$ cat config.mk
export PLATFORM = sky130hd
export DESIGN_NAME = fpds_dev_flat
export DESIGN_NICKNAME = d
export VERILOG_FILES = /design/src/design/fpds_pkg.sv /design/src/design/fpds_if.sv /design/src/design/fpds_dev.sv /design/src/design/fpds_win_rom.sv /design/src/flat_wrapper.sv
export VERILOG_INCLUDE_DIRS = /design/src /design/src/design
export SDC_FILE = /design/constraint.sdc
export NUM_CORES = 1
export LEC_CHECK = 0
export ABC_AREA = 1
export ABC_CLOCK_PERIOD_IN_PS = 1600
export BUFFER_PORTS_ARGS = -buffer_cell sky130_fd_sc_hd__buf_2
export CAP_MARGIN = 10
export CORE_MARGIN = 4
export CORE_UTILIZATION = 30
export CTS_CLUSTER_SIZE = 8
export DETAILED_ROUTE_END_ITERATION = 12
export SETUP_SLACK_MARGIN = 0.1
export SLEW_MARGIN = 5
export SYNTH_ARGS = -nofsm -noshare
export SYNTH_HDL_FRONTEND = slang
export SYNTH_HIERARCHICAL = 1
export SYNTH_SLANG_ARGS = --single-unit
$ cat constraint.sdc
create_clock -name clk_sys -period 1.6 [get_ports clk_sys]
set_clock_uncertainty 0.1 [all_clocks]
set_input_delay 0.08 -clock clk_sys [delete_from_list [all_inputs] [get_ports clk_sys]]
set_output_delay 0.08 -clock clk_sys [all_outputs]
set_load 0.01 [all_outputs]
$ cat src/design/fpds_cfg.svh
/*
 Timing, field and table constants for the diskette precompensation and
 data separator pair.
 Assumes a 100 MHz system clock on both ends.
*/
`ifndef FPDS_CFG_SVH
`define FPDS_CFG_SVH
// system clock period
`define FPDS_CLK_NS 10
// one precompensation step, also the write clock period
`define FPDS_STEP_NS 125
// hold-back of write gate and write data
`define FPDS_HOLD_NS 250
`define FPDS_HOLD_STEPS (`FPDS_HOLD_NS / `FPDS_STEP_NS)
// write clock half period in system clocks, rounded down
`define FPDS_WCLK_HALF ((`FPDS_STEP_NS / 2) / `FPDS_CLK_NS)
// select line codes
`define FPDS_SEL_NOM 2'h0
`define FPDS_SEL_EARLY 2'h1
`define FPDS_SEL_LATE 2'h2
// window state machine
`define FPDS_ROM_DEPTH 32
`define FPDS_WIN_CNT 16
`define FPDS_CENTER 4'h9
`define FPDS_WIN_LO 4'h5
`define FPDS_WIN_HI 4'hc
`define FPDS_SM_DIV 6
// write clock periods in half a bit cell
`define FPDS_CELL_HALF 8
// track format
`define FPDS_SEC_BYTES 512
`define FPDS_TRK_SECS 10
// strap value assumed until it has been captured
`define FPDS_POLICY_RST 1'b1
`endif

$ cat src/design/fpds_pkg.sv
/*
 Types shared by both ends of the precompensation / separator link.
 Assumes fpds_cfg.svh for the numeric constants.
*/
`default_nettype none
package fpds_pkg;
   // amount of delay given to one write pulse
   typedef enum logic [1:0] {
      SH_EARLY = 2'b00,
      SH_NOM = 2'b01,
      SH_LATE = 2'b10
   } fpds_shift_e;
   // controller write encoder states
   typedef enum logic [1:0] {
      ST_IDLE = 2'b00,
      ST_CLKH = 2'b01,
      ST_DATAH = 2'b10
   } fpds_st_e;
endpackage : fpds_pkg
`default_nettype wire

$ cat src/design/fpds_if.sv
/*
 Link between the diskette controller end and the precompensation /
 data separator end.
 Assumes both ends run on their own clk_sys and synchronise inputs.
*/
`timescale 1ns/100ps
`default_nettype none
interface fpds_if;
   logic wclk;
   logic wdata;
   logic wgate;
   logic [1:0] pc_sel;
   logic pc_req;
   logic rdata;
   logic rwin;
   modport dev (
      input wclk, wdata, wgate, pc_sel, pc_req,
      output rdata, rwin
   );
   modport ctl (
      output wclk, wdata, wgate, pc_sel, pc_req,
      input rdata, rwin
   );
endinterface : fpds_if
`default_nettype wire

$ cat src/design/fpds_dev.sv
/*
 Write precompensation and read data separator (device end).
 Assumes the write clock and all link inputs come from another domain,
 a raw read pulse input from the drive and a policy strap pin.
*/
`timescale 1ns/100ps
`default_nettype none
`include "fpds_cfg.svh"
// Functional notes
// - write pulses shifted early, nominal or late
// - controller supplies gate, data, clock, two selects
// - gate and data held back 250 ns
// - shift stage delays zero, one, two steps
// - strap chooses always or requested precompensation
// - FM: clock every cell, data mid-cell
// - MFM: clock only between two zeros
// - separator outputs raw data and window
// - window counter from selector, ROM, register
// - sixteen counter ticks per window period
// - 32 entries: free-run and correction halves
// - read pulse re-centres window on count nine
// - ten sectors of 512 bytes per track
module fpds_dev
   import fpds_pkg::*;
#(
   parameter int SM_DIV = `FPDS_SM_DIV,
   parameter int CNT_W = 4
) (
   input wire logic clk_sys,
   input wire logic nrst,
   fpds_if.dev link,
   input wire logic rd_raw,
   input wire logic precomp_policy_strap,
   input wire logic rate_fm,
   output logic drv_wr_gate,
   output logic drv_wr_data
);
   localparam int SW = 9;
   localparam int HS = `FPDS_HOLD_STEPS;

   if (SM_DIV < 2 || SM_DIV > 127) begin : g_bad_div
      $error("fpds_dev: SM_DIV out of range");
   end
   if (2 ** CNT_W != `FPDS_WIN_CNT) begin : g_bad_cnt
      $error("fpds_dev: CNT_W must give sixteen counts");
   end
   if (HS < 2) begin : g_bad_hold
      $error("fpds_dev: hold-back shorter than two steps");
   end

   // select code to shift amount, unused code treated as nominal
   function automatic fpds_shift_e decode_sel(input logic [1:0] sel);
      case (sel)
         `FPDS_SEL_EARLY: decode_sel = SH_EARLY;
         `FPDS_SEL_LATE: decode_sel = SH_LATE;
         default: decode_sel = SH_NOM;
      endcase
   endfunction : decode_sel

   logic [SW-1:0] pin_vec;
   logic [SW-1:0] meta_r;
   logic [SW-1:0] sync_r;
   logic wclk_s;
   logic wdata_s;
   logic wgate_s;
   logic [1:0] sel_s;
   logic req_s;
   logic rd_s;
   logic strap_s;
   logic fm_s;

   // all link and pin inputs cross through two flops
   assign pin_vec = {link.wclk, link.wdata, link.wgate, link.pc_sel,
                     link.pc_req, rd_raw, precomp_policy_strap, rate_fm};

   always_ff @(posedge clk_sys or negedge nrst) begin
      if (!nrst) begin
         meta_r <= '0;
         sync_r <= '0;
      end else begin
         meta_r <= pin_vec;
         sync_r <= meta_r;
      end
   end

   assign {wclk_s, wdata_s, wgate_s, sel_s, req_s, rd_s, strap_s, fm_s} = sync_r;

   // write side

   logic wclk_d_r;
   logic step_tick;

   // rising edge of the write clock is one 125 ns step
   always_ff @(posedge clk_sys or negedge nrst) begin
      if (!nrst) begin
         wclk_d_r <= 1'b0;
      end else begin
         wclk_d_r <= wclk_s;
      end
   end

   assign step_tick = wclk_s & ~wclk_d_r;

   logic [1:0] cap_cnt_r;
   logic policy_always_r;

   // strap caught once the synchroniser has filled after reset
   always_ff @(posedge clk_sys or negedge nrst) begin
      if (!nrst) begin
         cap_cnt_r <= 2'h0;
         policy_always_r <= `FPDS_POLICY_RST;
      end else if (cap_cnt_r != 2'h3) begin
         cap_cnt_r <= cap_cnt_r + 2'h1;
         if (cap_cnt_r == 2'h2) begin
            policy_always_r <= strap_s;
         end
      end
   end

   logic [HS-1:0] hold_d_r;
   logic [HS-1:0] hold_g_r;
   logic held_pulse;

   // gate and data lag the select lines by two steps
   always_ff @(posedge clk_sys or negedge nrst) begin
      if (!nrst) begin
         hold_d_r <= '0;
         hold_g_r <= '0;
      end else if (step_tick) begin
         hold_d_r <= {hold_d_r[HS-2:0], wdata_s};
         hold_g_r <= {hold_g_r[HS-2:0], wgate_s};
      end
   end

   assign held_pulse = hold_d_r[HS-1] & hold_g_r[HS-1];

   fpds_shift_e shift_nxt;

   // selects are settled by the time the held pulse arrives
   always_comb begin
      if (policy_always_r || req_s) begin
         shift_nxt = decode_sel(sel_s);
      end else begin
         shift_nxt = SH_NOM;
      end
   end

   logic pend1_r;
   logic pend2_r;
   logic wr_out_r;
   logic gate_out_r;

   // shift stage: early leaves now, nominal after one, late after two
   always_ff @(posedge clk_sys or negedge nrst) begin
      if (!nrst) begin
         pend1_r <= 1'b0;
         pend2_r <= 1'b0;
         wr_out_r <= 1'b0;
         gate_out_r <= 1'b0;
      end else if (step_tick) begin
         wr_out_r <= (held_pulse && shift_nxt == SH_EARLY) || pend1_r;
         pend1_r <= (held_pulse && shift_nxt == SH_NOM) || pend2_r;
         pend2_r <= held_pulse && shift_nxt == SH_LATE;
         gate_out_r <= hold_g_r[HS-1];
      end
   end

   assign drv_wr_data = wr_out_r;
   assign drv_wr_gate = gate_out_r;

   // read side

   logic [7:0] div_r;
   logic [7:0] div_max;
   logic sm_tick;

   // clock selector: FM reads at half the MFM counter rate
   assign div_max = fm_s ? 8'(2 * SM_DIV - 1) : 8'(SM_DIV - 1);

   always_ff @(posedge clk_sys or negedge nrst) begin
      if (!nrst) begin
         div_r <= 8'h0;
      end else if (div_r >= div_max) begin
         div_r <= 8'h0;
      end else begin
         div_r <= div_r + 8'h1;
      end
   end

   assign sm_tick = (div_r >= div_max);

   logic rd_d_r;
   logic pend_r;
   logic rd_edge;

   // read pulse held until the next counter tick; a new edge wins
   assign rd_edge = rd_s & ~rd_d_r;

   always_ff @(posedge clk_sys or negedge nrst) begin
      if (!nrst) begin
         rd_d_r <= 1'b0;
         pend_r <= 1'b0;
      end else begin
         rd_d_r <= rd_s;
         if (rd_edge) begin
            pend_r <= 1'b1;
         end else if (sm_tick) begin
            pend_r <= 1'b0;
         end
      end
   end

   logic [CNT_W-1:0] cnt_r;
   logic [CNT_W-1:0] cnt_nxt;

   fpds_win_rom #(
      .CNT_W(CNT_W)
   ) u_rom (
      .addr({pend_r, cnt_r}),
      .next_cnt(cnt_nxt)
   );

   // state register loads the table output on each counter tick
   always_ff @(posedge clk_sys or negedge nrst) begin
      if (!nrst) begin
         cnt_r <= '0;
      end else if (sm_tick) begin
         cnt_r <= cnt_nxt;
      end
   end

   logic rwin_r;
   logic rdata_r;

   // window open for counts five to twelve, centred on nine
   always_ff @(posedge clk_sys or negedge nrst) begin
      if (!nrst) begin
         rwin_r <= 1'b0;
         rdata_r <= 1'b0;
      end else begin
         rwin_r <= (cnt_r >= `FPDS_WIN_LO) && (cnt_r <= `FPDS_WIN_HI);
         rdata_r <= pend_r;
      end
   end

   assign link.rwin = rwin_r;
   assign link.rdata = rdata_r;
endmodule : fpds_dev
`default_nettype wire

$ cat src/design/fpds_win_rom.sv
/*
 Next-state lookup table of the read window counter.
 Assumes address = {pulse seen, current count}; purely combinational.
*/
`timescale 1ns/100ps
`default_nettype none
`include "fpds_cfg.svh"
module fpds_win_rom
   import fpds_pkg::*;
#(
   parameter int CNT_W = 4
) (
   input wire logic [CNT_W:0] addr,
   output logic [CNT_W-1:0] next_cnt
);
   localparam int HALF = 2 ** CNT_W;

   if (2 * HALF != `FPDS_ROM_DEPTH) begin : g_bad_depth
      $error("fpds_win_rom: table depth mismatch");
   end

   logic [CNT_W-1:0] rom [0:2*HALF-1];

   // free-run half counts on, correction half lands one past centre
   for (genvar gi = 0; gi < HALF; gi++) begin : g_rom
      assign rom[gi] = CNT_W'(gi + 1);
      assign rom[gi + HALF] = CNT_W'(`FPDS_CENTER + 4'h1);
   end

   assign next_cnt = rom[addr];
endmodule : fpds_win_rom
`default_nettype wire

$ cat src/flat_wrapper.sv
// flat-port wrapper written by rule: the top's interface ports become plain ports
module fpds_dev_flat import fpds_pkg::*;
#(
   parameter int SM_DIV = `FPDS_SM_DIV,
   parameter int CNT_W = 4
)
  (clk_sys, nrst, rd_raw, precomp_policy_strap, rate_fm, drv_wr_gate, drv_wr_data, link_wclk, link_wdata, link_wgate, link_pc_sel, link_pc_req, link_rdata, link_rwin);
  fpds_if link_i ();
  input wire logic clk_sys;
  input wire logic nrst;
  input wire logic rd_raw;
  input wire logic precomp_policy_strap;
  input wire logic rate_fm;
  output logic drv_wr_gate;
  output logic drv_wr_data;
  input wire logic [$bits(link_i.wclk)-1:0] link_wclk;
  input wire logic [$bits(link_i.wdata)-1:0] link_wdata;
  input wire logic [$bits(link_i.wgate)-1:0] link_wgate;
  input wire logic [$bits(link_i.pc_sel)-1:0] link_pc_sel;
  input wire logic [$bits(link_i.pc_req)-1:0] link_pc_req;
  output wire logic [$bits(link_i.rdata)-1:0] link_rdata;
  output wire logic [$bits(link_i.rwin)-1:0] link_rwin;
  assign link_i.wclk = link_wclk;
  assign link_i.wdata = link_wdata;
  assign link_i.wgate = link_wgate;
  assign link_i.pc_sel = link_pc_sel;
  assign link_i.pc_req = link_pc_req;
  assign link_rdata = link_i.rdata;
  assign link_rwin = link_i.rwin;
  fpds_dev #(.SM_DIV(SM_DIV), .CNT_W(CNT_W)) u_core (.clk_sys(clk_sys), .nrst(nrst), .link(link_i), .rd_raw(rd_raw), .precomp_policy_strap(precomp_policy_strap), .rate_fm(rate_fm), .drv_wr_gate(drv_wr_gate), .drv_wr_data(drv_wr_data));
endmodule
Word-level counts from Yosys, hierarchy flattened
Memory sizes are Yosys's and may differ from the RTL's. A register that Yosys moved wholly into a read port is not among the register bits.
Index checks and enable logic that the tools add are counted.
{"block": "classes", "addsub": 2, "n_mux": 6, "multipliers": 0, "eq_ne": 6, "n_div": 0, "n_lt_le_gt_ge": 3, "shift": 0, "bitwise_logic": 6, "reduce_logical": 11}
{"cell": "$add A8 B1 Y8 const B", "n": 1}
{"cell": "$ge A8 B8 Y1", "n": 1}
{"cell": "$mux W8", "n": 1}
{"cell": "$eq A2 B2 Y1 const B", "n": 3}
{"cell": "$not A5 Y6", "n": 1}
{"cell": "$eq A2 B1 Y1 const B", "n": 2}
{"cell": "$ge A4 B3 Y1 const B", "n": 1}
{"cell": "$le A4 B4 Y1 const B", "n": 1}
{"cell": "$logic_and A1 B1 Y1", "n": 4}
{"cell": "$mux W4", "n": 1}
{"cell": "$pmux W2 S2", "n": 1}
{"cell": "$and A1 B1 Y1", "n": 3}
{"cell": "$logic_or A1 B1 Y1", "n": 3}
{"cell": "$add A2 B1 Y2 const B", "n": 1}
{"cell": "$logic_not A2 Y1", "n": 1}
{"cell": "$mux W1", "n": 2}
{"cell": "$mux W2", "n": 1}
{"cell": "$ne A2 B2 Y1 const B", "n": 1}
{"cell": "$not A1 Y1", "n": 2}
{"cell": "$reduce_and A2 Y1", "n": 1}
{"cell": "$reduce_bool A2 Y1", "n": 1}
{"cell": "$logic_not A1 Y1", "n": 1}
{"block": "totals", "latchBits": 0, "rom_bits": 128, "n_memories": 1, "regBits": 42, "ram_bits": 0, "output_inout_bits": 4, "input_bits": 11, "wordCells": 51}
{"memory": "(no name shown)", "depth": 32, "word_bits": 4, "read_ports": 1, "rd_clocked_by_memory_dff": 1, "write_ports": 0, "line": "fpds_win_rom.sv:30", "text": "assign next_cnt = rom[addr];"}

Logic depth before layout (Yosys ltp)
{"block": "logic_depth", "depth_word": 6, "mapped_depth": 8, "mapped_depth_nobuf": 8}

Modules after synthesis
The synthesis kept the hierarchy.
{"mod": "fpds_dev", "seq_area_each_um2": 1152.4, "cells_each": 139, "instances": 1, "area_each_um2": 1667.8}
{"mod": "fpds_win_rom", "seq_area_each_um2": 0.0, "cells_each": 22, "instances": 1, "area_each_um2": 128.9}

Worst setup path before layout
OpenSTA, ideal clock, no wires.
{"block": "synth_timing", "path_type": "register -> register", "startpoint": "register u_core.div_r[3]", "endpoint": "register u_core.cnt_r[1]", "synth_period_minus_slack_ps": 1384, "t_arrival_ps": 1167, "setup_ps": 117, "path_stages_with_launch": 8, "n_path_buf": 0, "required_time_ps": 1383, "path_slack_ps": 216, "cell_sequence": "dfrtp_1 ha_1 nand2_1 inv_1 nand2_2 nand3_4 nand2_1 nand2_1"}
{"block": "synth_between", "elab_chain_cells": 1}
{"element": "start, declared", "line": "fpds_dev.sv:173", "text": "logic [7:0] div_r;"}
{"element": "start signal, assigned", "line": "fpds_dev.sv:186", "text": "div_r <= div_r + 8'h1;"}
{"element": "$ge A8 B8 Y1", "line": "fpds_dev.sv:190", "text": "assign sm_tick = (div_r >= div_max);"}
{"element": "end, declared", "line": "fpds_dev.sv:213", "text": "logic [CNT_W-1:0] cnt_r;"}
No other way between the ends.
A chain may end at the register's enable or synchronous reset.

Worst setup path after layout
{"block": "layout_timing", "startpoint": "register u_core.div_r[3]", "endpoint": "register u_core.cnt_r[3]"}
The elaborated chain is that of the path after synthesis.

==> metrics.md <==
| Metric | Value |
|---|---|
| I/O pin cnt | 15 |
| Syn Area/Cell | 11.2 um2 |
| Worst-skew pair later-pin latency | 0.30 ns |
| Final Critical Period | 1.43 ns |
| Fin crit share | 0.891 |
| Share of the synthesized area in the top cell type | 0.627 |
| Register area share after synthesis | 0.641 |
| Final net count | 221 |
| H-tree Lvls | 2 |
| Site Rows | 27 |
| Die Area | 0.00729 mm2 |
| Number of global-route vias before repair | 1084 |
| Finish-stage setup viols | 0 |
| CP required | 1.69 ns |
| Cells after synthesis | 161 |
| Gpl congestion | 0.775 |
| Core area | 0.00564 mm2 |
| Area delta synth->final | 23.1% |
| VDD IR max | 0.499 mV |
| Power, Total | 0.00252 W |
| Global-route wire length before repair | 4810 um |
| Worst-path fanout max | 7 |
| CTS tree | done |
| Die Y | 85.4 um |
| Post-DP HPWL | 1840 um |
| Routed vias | 1144 |
| Initial antenna violation count | 0 |
| Number of max-cap violations | 0 |
| First-pass DRT Iterations | 4 |
| R2R cell count | 5 |
| Antenna-violating nets left | 0 |
| IO buf count | 14 |
| RSZ-0062 raised after global routing | false |
| Status | complete, no violations |
| Grt total ovfl | 0 |
| Data arrival time of the worst path | 1.52 ns |
| Gr usage total | 0.0827 |
| Share of post-route cells with drive strength above 1 | 0.200 |
| Maximum buffer depth of the clock tree | 2 |
| Synth Register Bits | 46 |
| Netlist Area Pre-Place | 0.00180 mm2 |
| # clock sinks | 46 |
| Crit Path Category | flip-flop to flip-flop |
| Most common cell after layout, fill and taps aside | dfrtp_1 |
| N_diodes | 0 |
| Setup crit end kind | flip-flop |
| Most frequent cells in the layout | 44 x dfrtp_1, 35 x nand2_1, 18 x inv_1 |
| Filler cell count | 537 |
| Avg Vias per Cell | 4.21 |
| LEAKAGE | 1.10 nW |
| FMAX | 701 MHz |
| Crit path launch type | flip-flop |
| Clock root buffer | clkbuf_8 |
| Pin count of the biggest net entering global routing | 23 |
| Iter 0 DRT Violations | 66 |
| R2r endpoint | u_core/cnt_r[3]$_DFFE_PN0P_ |
| Horiz. Die Dim | 85.4 um |
| Final hold vios | 0 |
| CTS Buf Count | 5 |
| Setup TNS | 0 ns |
| Yosys top cell by area | dfrtp_1 |
| Worst reg2reg setup slack | 0.17 ns |
| Reg2reg start | u_core/div_r[3]$_DFF_PN0_ |
| Initial Utilization | 0.318 |
| Ranking of synthesized cells by area | dfrtp_1 63%, ha_1 7.7%, nand2_1 7.3% |
| Slew Viols, Final | 0 |
| Clk slew on worst S/H paths | 0.09 ns |
| Drt total wl | 2640 um |
| Pwr dens | 1140 mW/mm2 |
| Worst hold path class | input port to async pin |
| Synth warn | 6 |
| DRC viols | 0 |
| Synth cell types | 23 |
| WL/cell | 9.69 um |
## synth_stat cells
master    count
nand3b_1      1
dfstp_2       1
nand2_1      35
nor2_1       13
xnor2_1       3
buf_6         1
nand4_1       7
a21oi_1       2
inv_2         1
conb_1        1
xor2_1        2
dfrtp_1      45
nand3_4       1
inv_1        19
nor2_4        1
o21ai_0       8
nand3_1       3
ha_1         11
and2_1        1
a21oi_4       1
nand2_2       2
nor2_2        1
or2_2         1
## how the worst max path moves through the flow
stage | startpoint | endpoint | slack (ns) | depth (start not counted)
after floorplan | u_core/div_r[3]$_DFF_PN0_ | u_core/cnt_r[1]$_DFFE_PN0P_ | 0.22 | 7
after global placement | u_core/div_r[3]$_DFF_PN0_ | u_core/cnt_r[1]$_DFFE_PN0P_ | 0.15 | 7
after detailed placement | u_core/div_r[3]$_DFF_PN0_ | u_core/cnt_r[3]$_DFFE_PN0P_ | 0.11 | 7
after CTS | u_core/div_r[2]$_DFF_PN0_ | u_core/cnt_r[3]$_DFFE_PN0P_ | 0.11 | 7
after global routing | u_core/div_r[1]$_DFF_PN0_ | u_core/cnt_r[1]$_DFFE_PN0P_ | 0.11 | 7
final | u_core/div_r[3]$_DFF_PN0_ | u_core/cnt_r[3]$_DFFE_PN0P_ | 0.17 | 5
## layout make-up
type	count	area, um2	area share
multi-input cells	97	593	0.268
clock buffers	5	68.8	0.0311
inverters	20	75.1	0.0339
repair buffers	29	208	0.0939
flip-flops and latches	46	1150	0.521
clock inverters	3	23.8	0.0107
well taps	72	90.1	0.0407
## repair_timing
action                                  4_1_cts  5_1_grt
cloned                                        0        1
gates resized for setup                       1        3
endpoints found under the setup margin        4        9
hold buffers                                 10        0
buffers inserted                              0        2
pin swaps                                     0        1
hold endpoints to repair                     55        0
## flip-flops by register name (all words and copies together) (netlist names)
signal	count
u_core/meta_r	9
u_core/hold_g_r	2
u_core/policy_always_r	1
u_core/cnt_r	4
u_core/pend_r	1
u_core/rd_d_r	1
u_core/sync_r	9
u_core/pend2_r	1
u_core/hold_d_r	2
u_core/wclk_d_r	1
u_core/drv_wr_data	1
u_core/div_r	8
u_core/pend1_r	1
u_core/link.rdata	1
u_core/cap_cnt_r	2
u_core/link.rwin	1
u_core/drv_wr_gate	1
## worst max-delay path, cell delays in order, from the launching register on
cell and delay (ns):
dfrtp_2 0.44, ha_4 0.26, a21oi_4 0.25, nand3_4 0.13, nand2_1 0.10, nand2_1 0.04
## metrics by stage
step | instance area, um2 | hold slack, ns | util | instances | setup slack (ns)
global placement | 1980 | -0.126 | 0.350 | 251 | 0.152
detailed placement | 1980 | -0.125 | 0.350 | 251 | 0.108
CTS | 2180 | 0.0720 | 0.387 | 269 | 0.109
global route | 2210 | 0.0917 | 0.392 | 272 | 0.107
finish | 2210 | 0.0803 | 0.392 | 272 | 0.174
floorplan | 1800 | -0.316 | - | 163 | 0.216
## cells by family (layout without fill, tap and decap cells)
kind of cell,Yosys count,count (layout),share of synthesized area
and+or+nand+nor,66,67,0.171
DFF,46,46,0.641
buffers and inverters,21,57,0.0480
adders and majority gates,11,11,0.0766
AOI/OAI and AO/OA,11,11,0.0369
xor gates and xnor gates,5,5,0.0244
other,1,3,0.00209
## where the power goes
group	internal [W]	switching [W]	total (W)
Combinational	0.000199	0.000232	0.000431
Sequential	0.00128	0.0000942	0.00138
Clock	0.000312	0.000401	0.000714
## per-layer routing
metal	routed length, um	share of wire	up-vias	track usage
li1	-	-	583	-
met1	1270	0.48	536	0.104
met2	1200	0.46	20	0.127
met3	108	0.041	5	0.0262
met4	60	0.023	0	0.0432
met5	0	0	-	0
No activity file was read; power rests on OpenSTA's default activity.
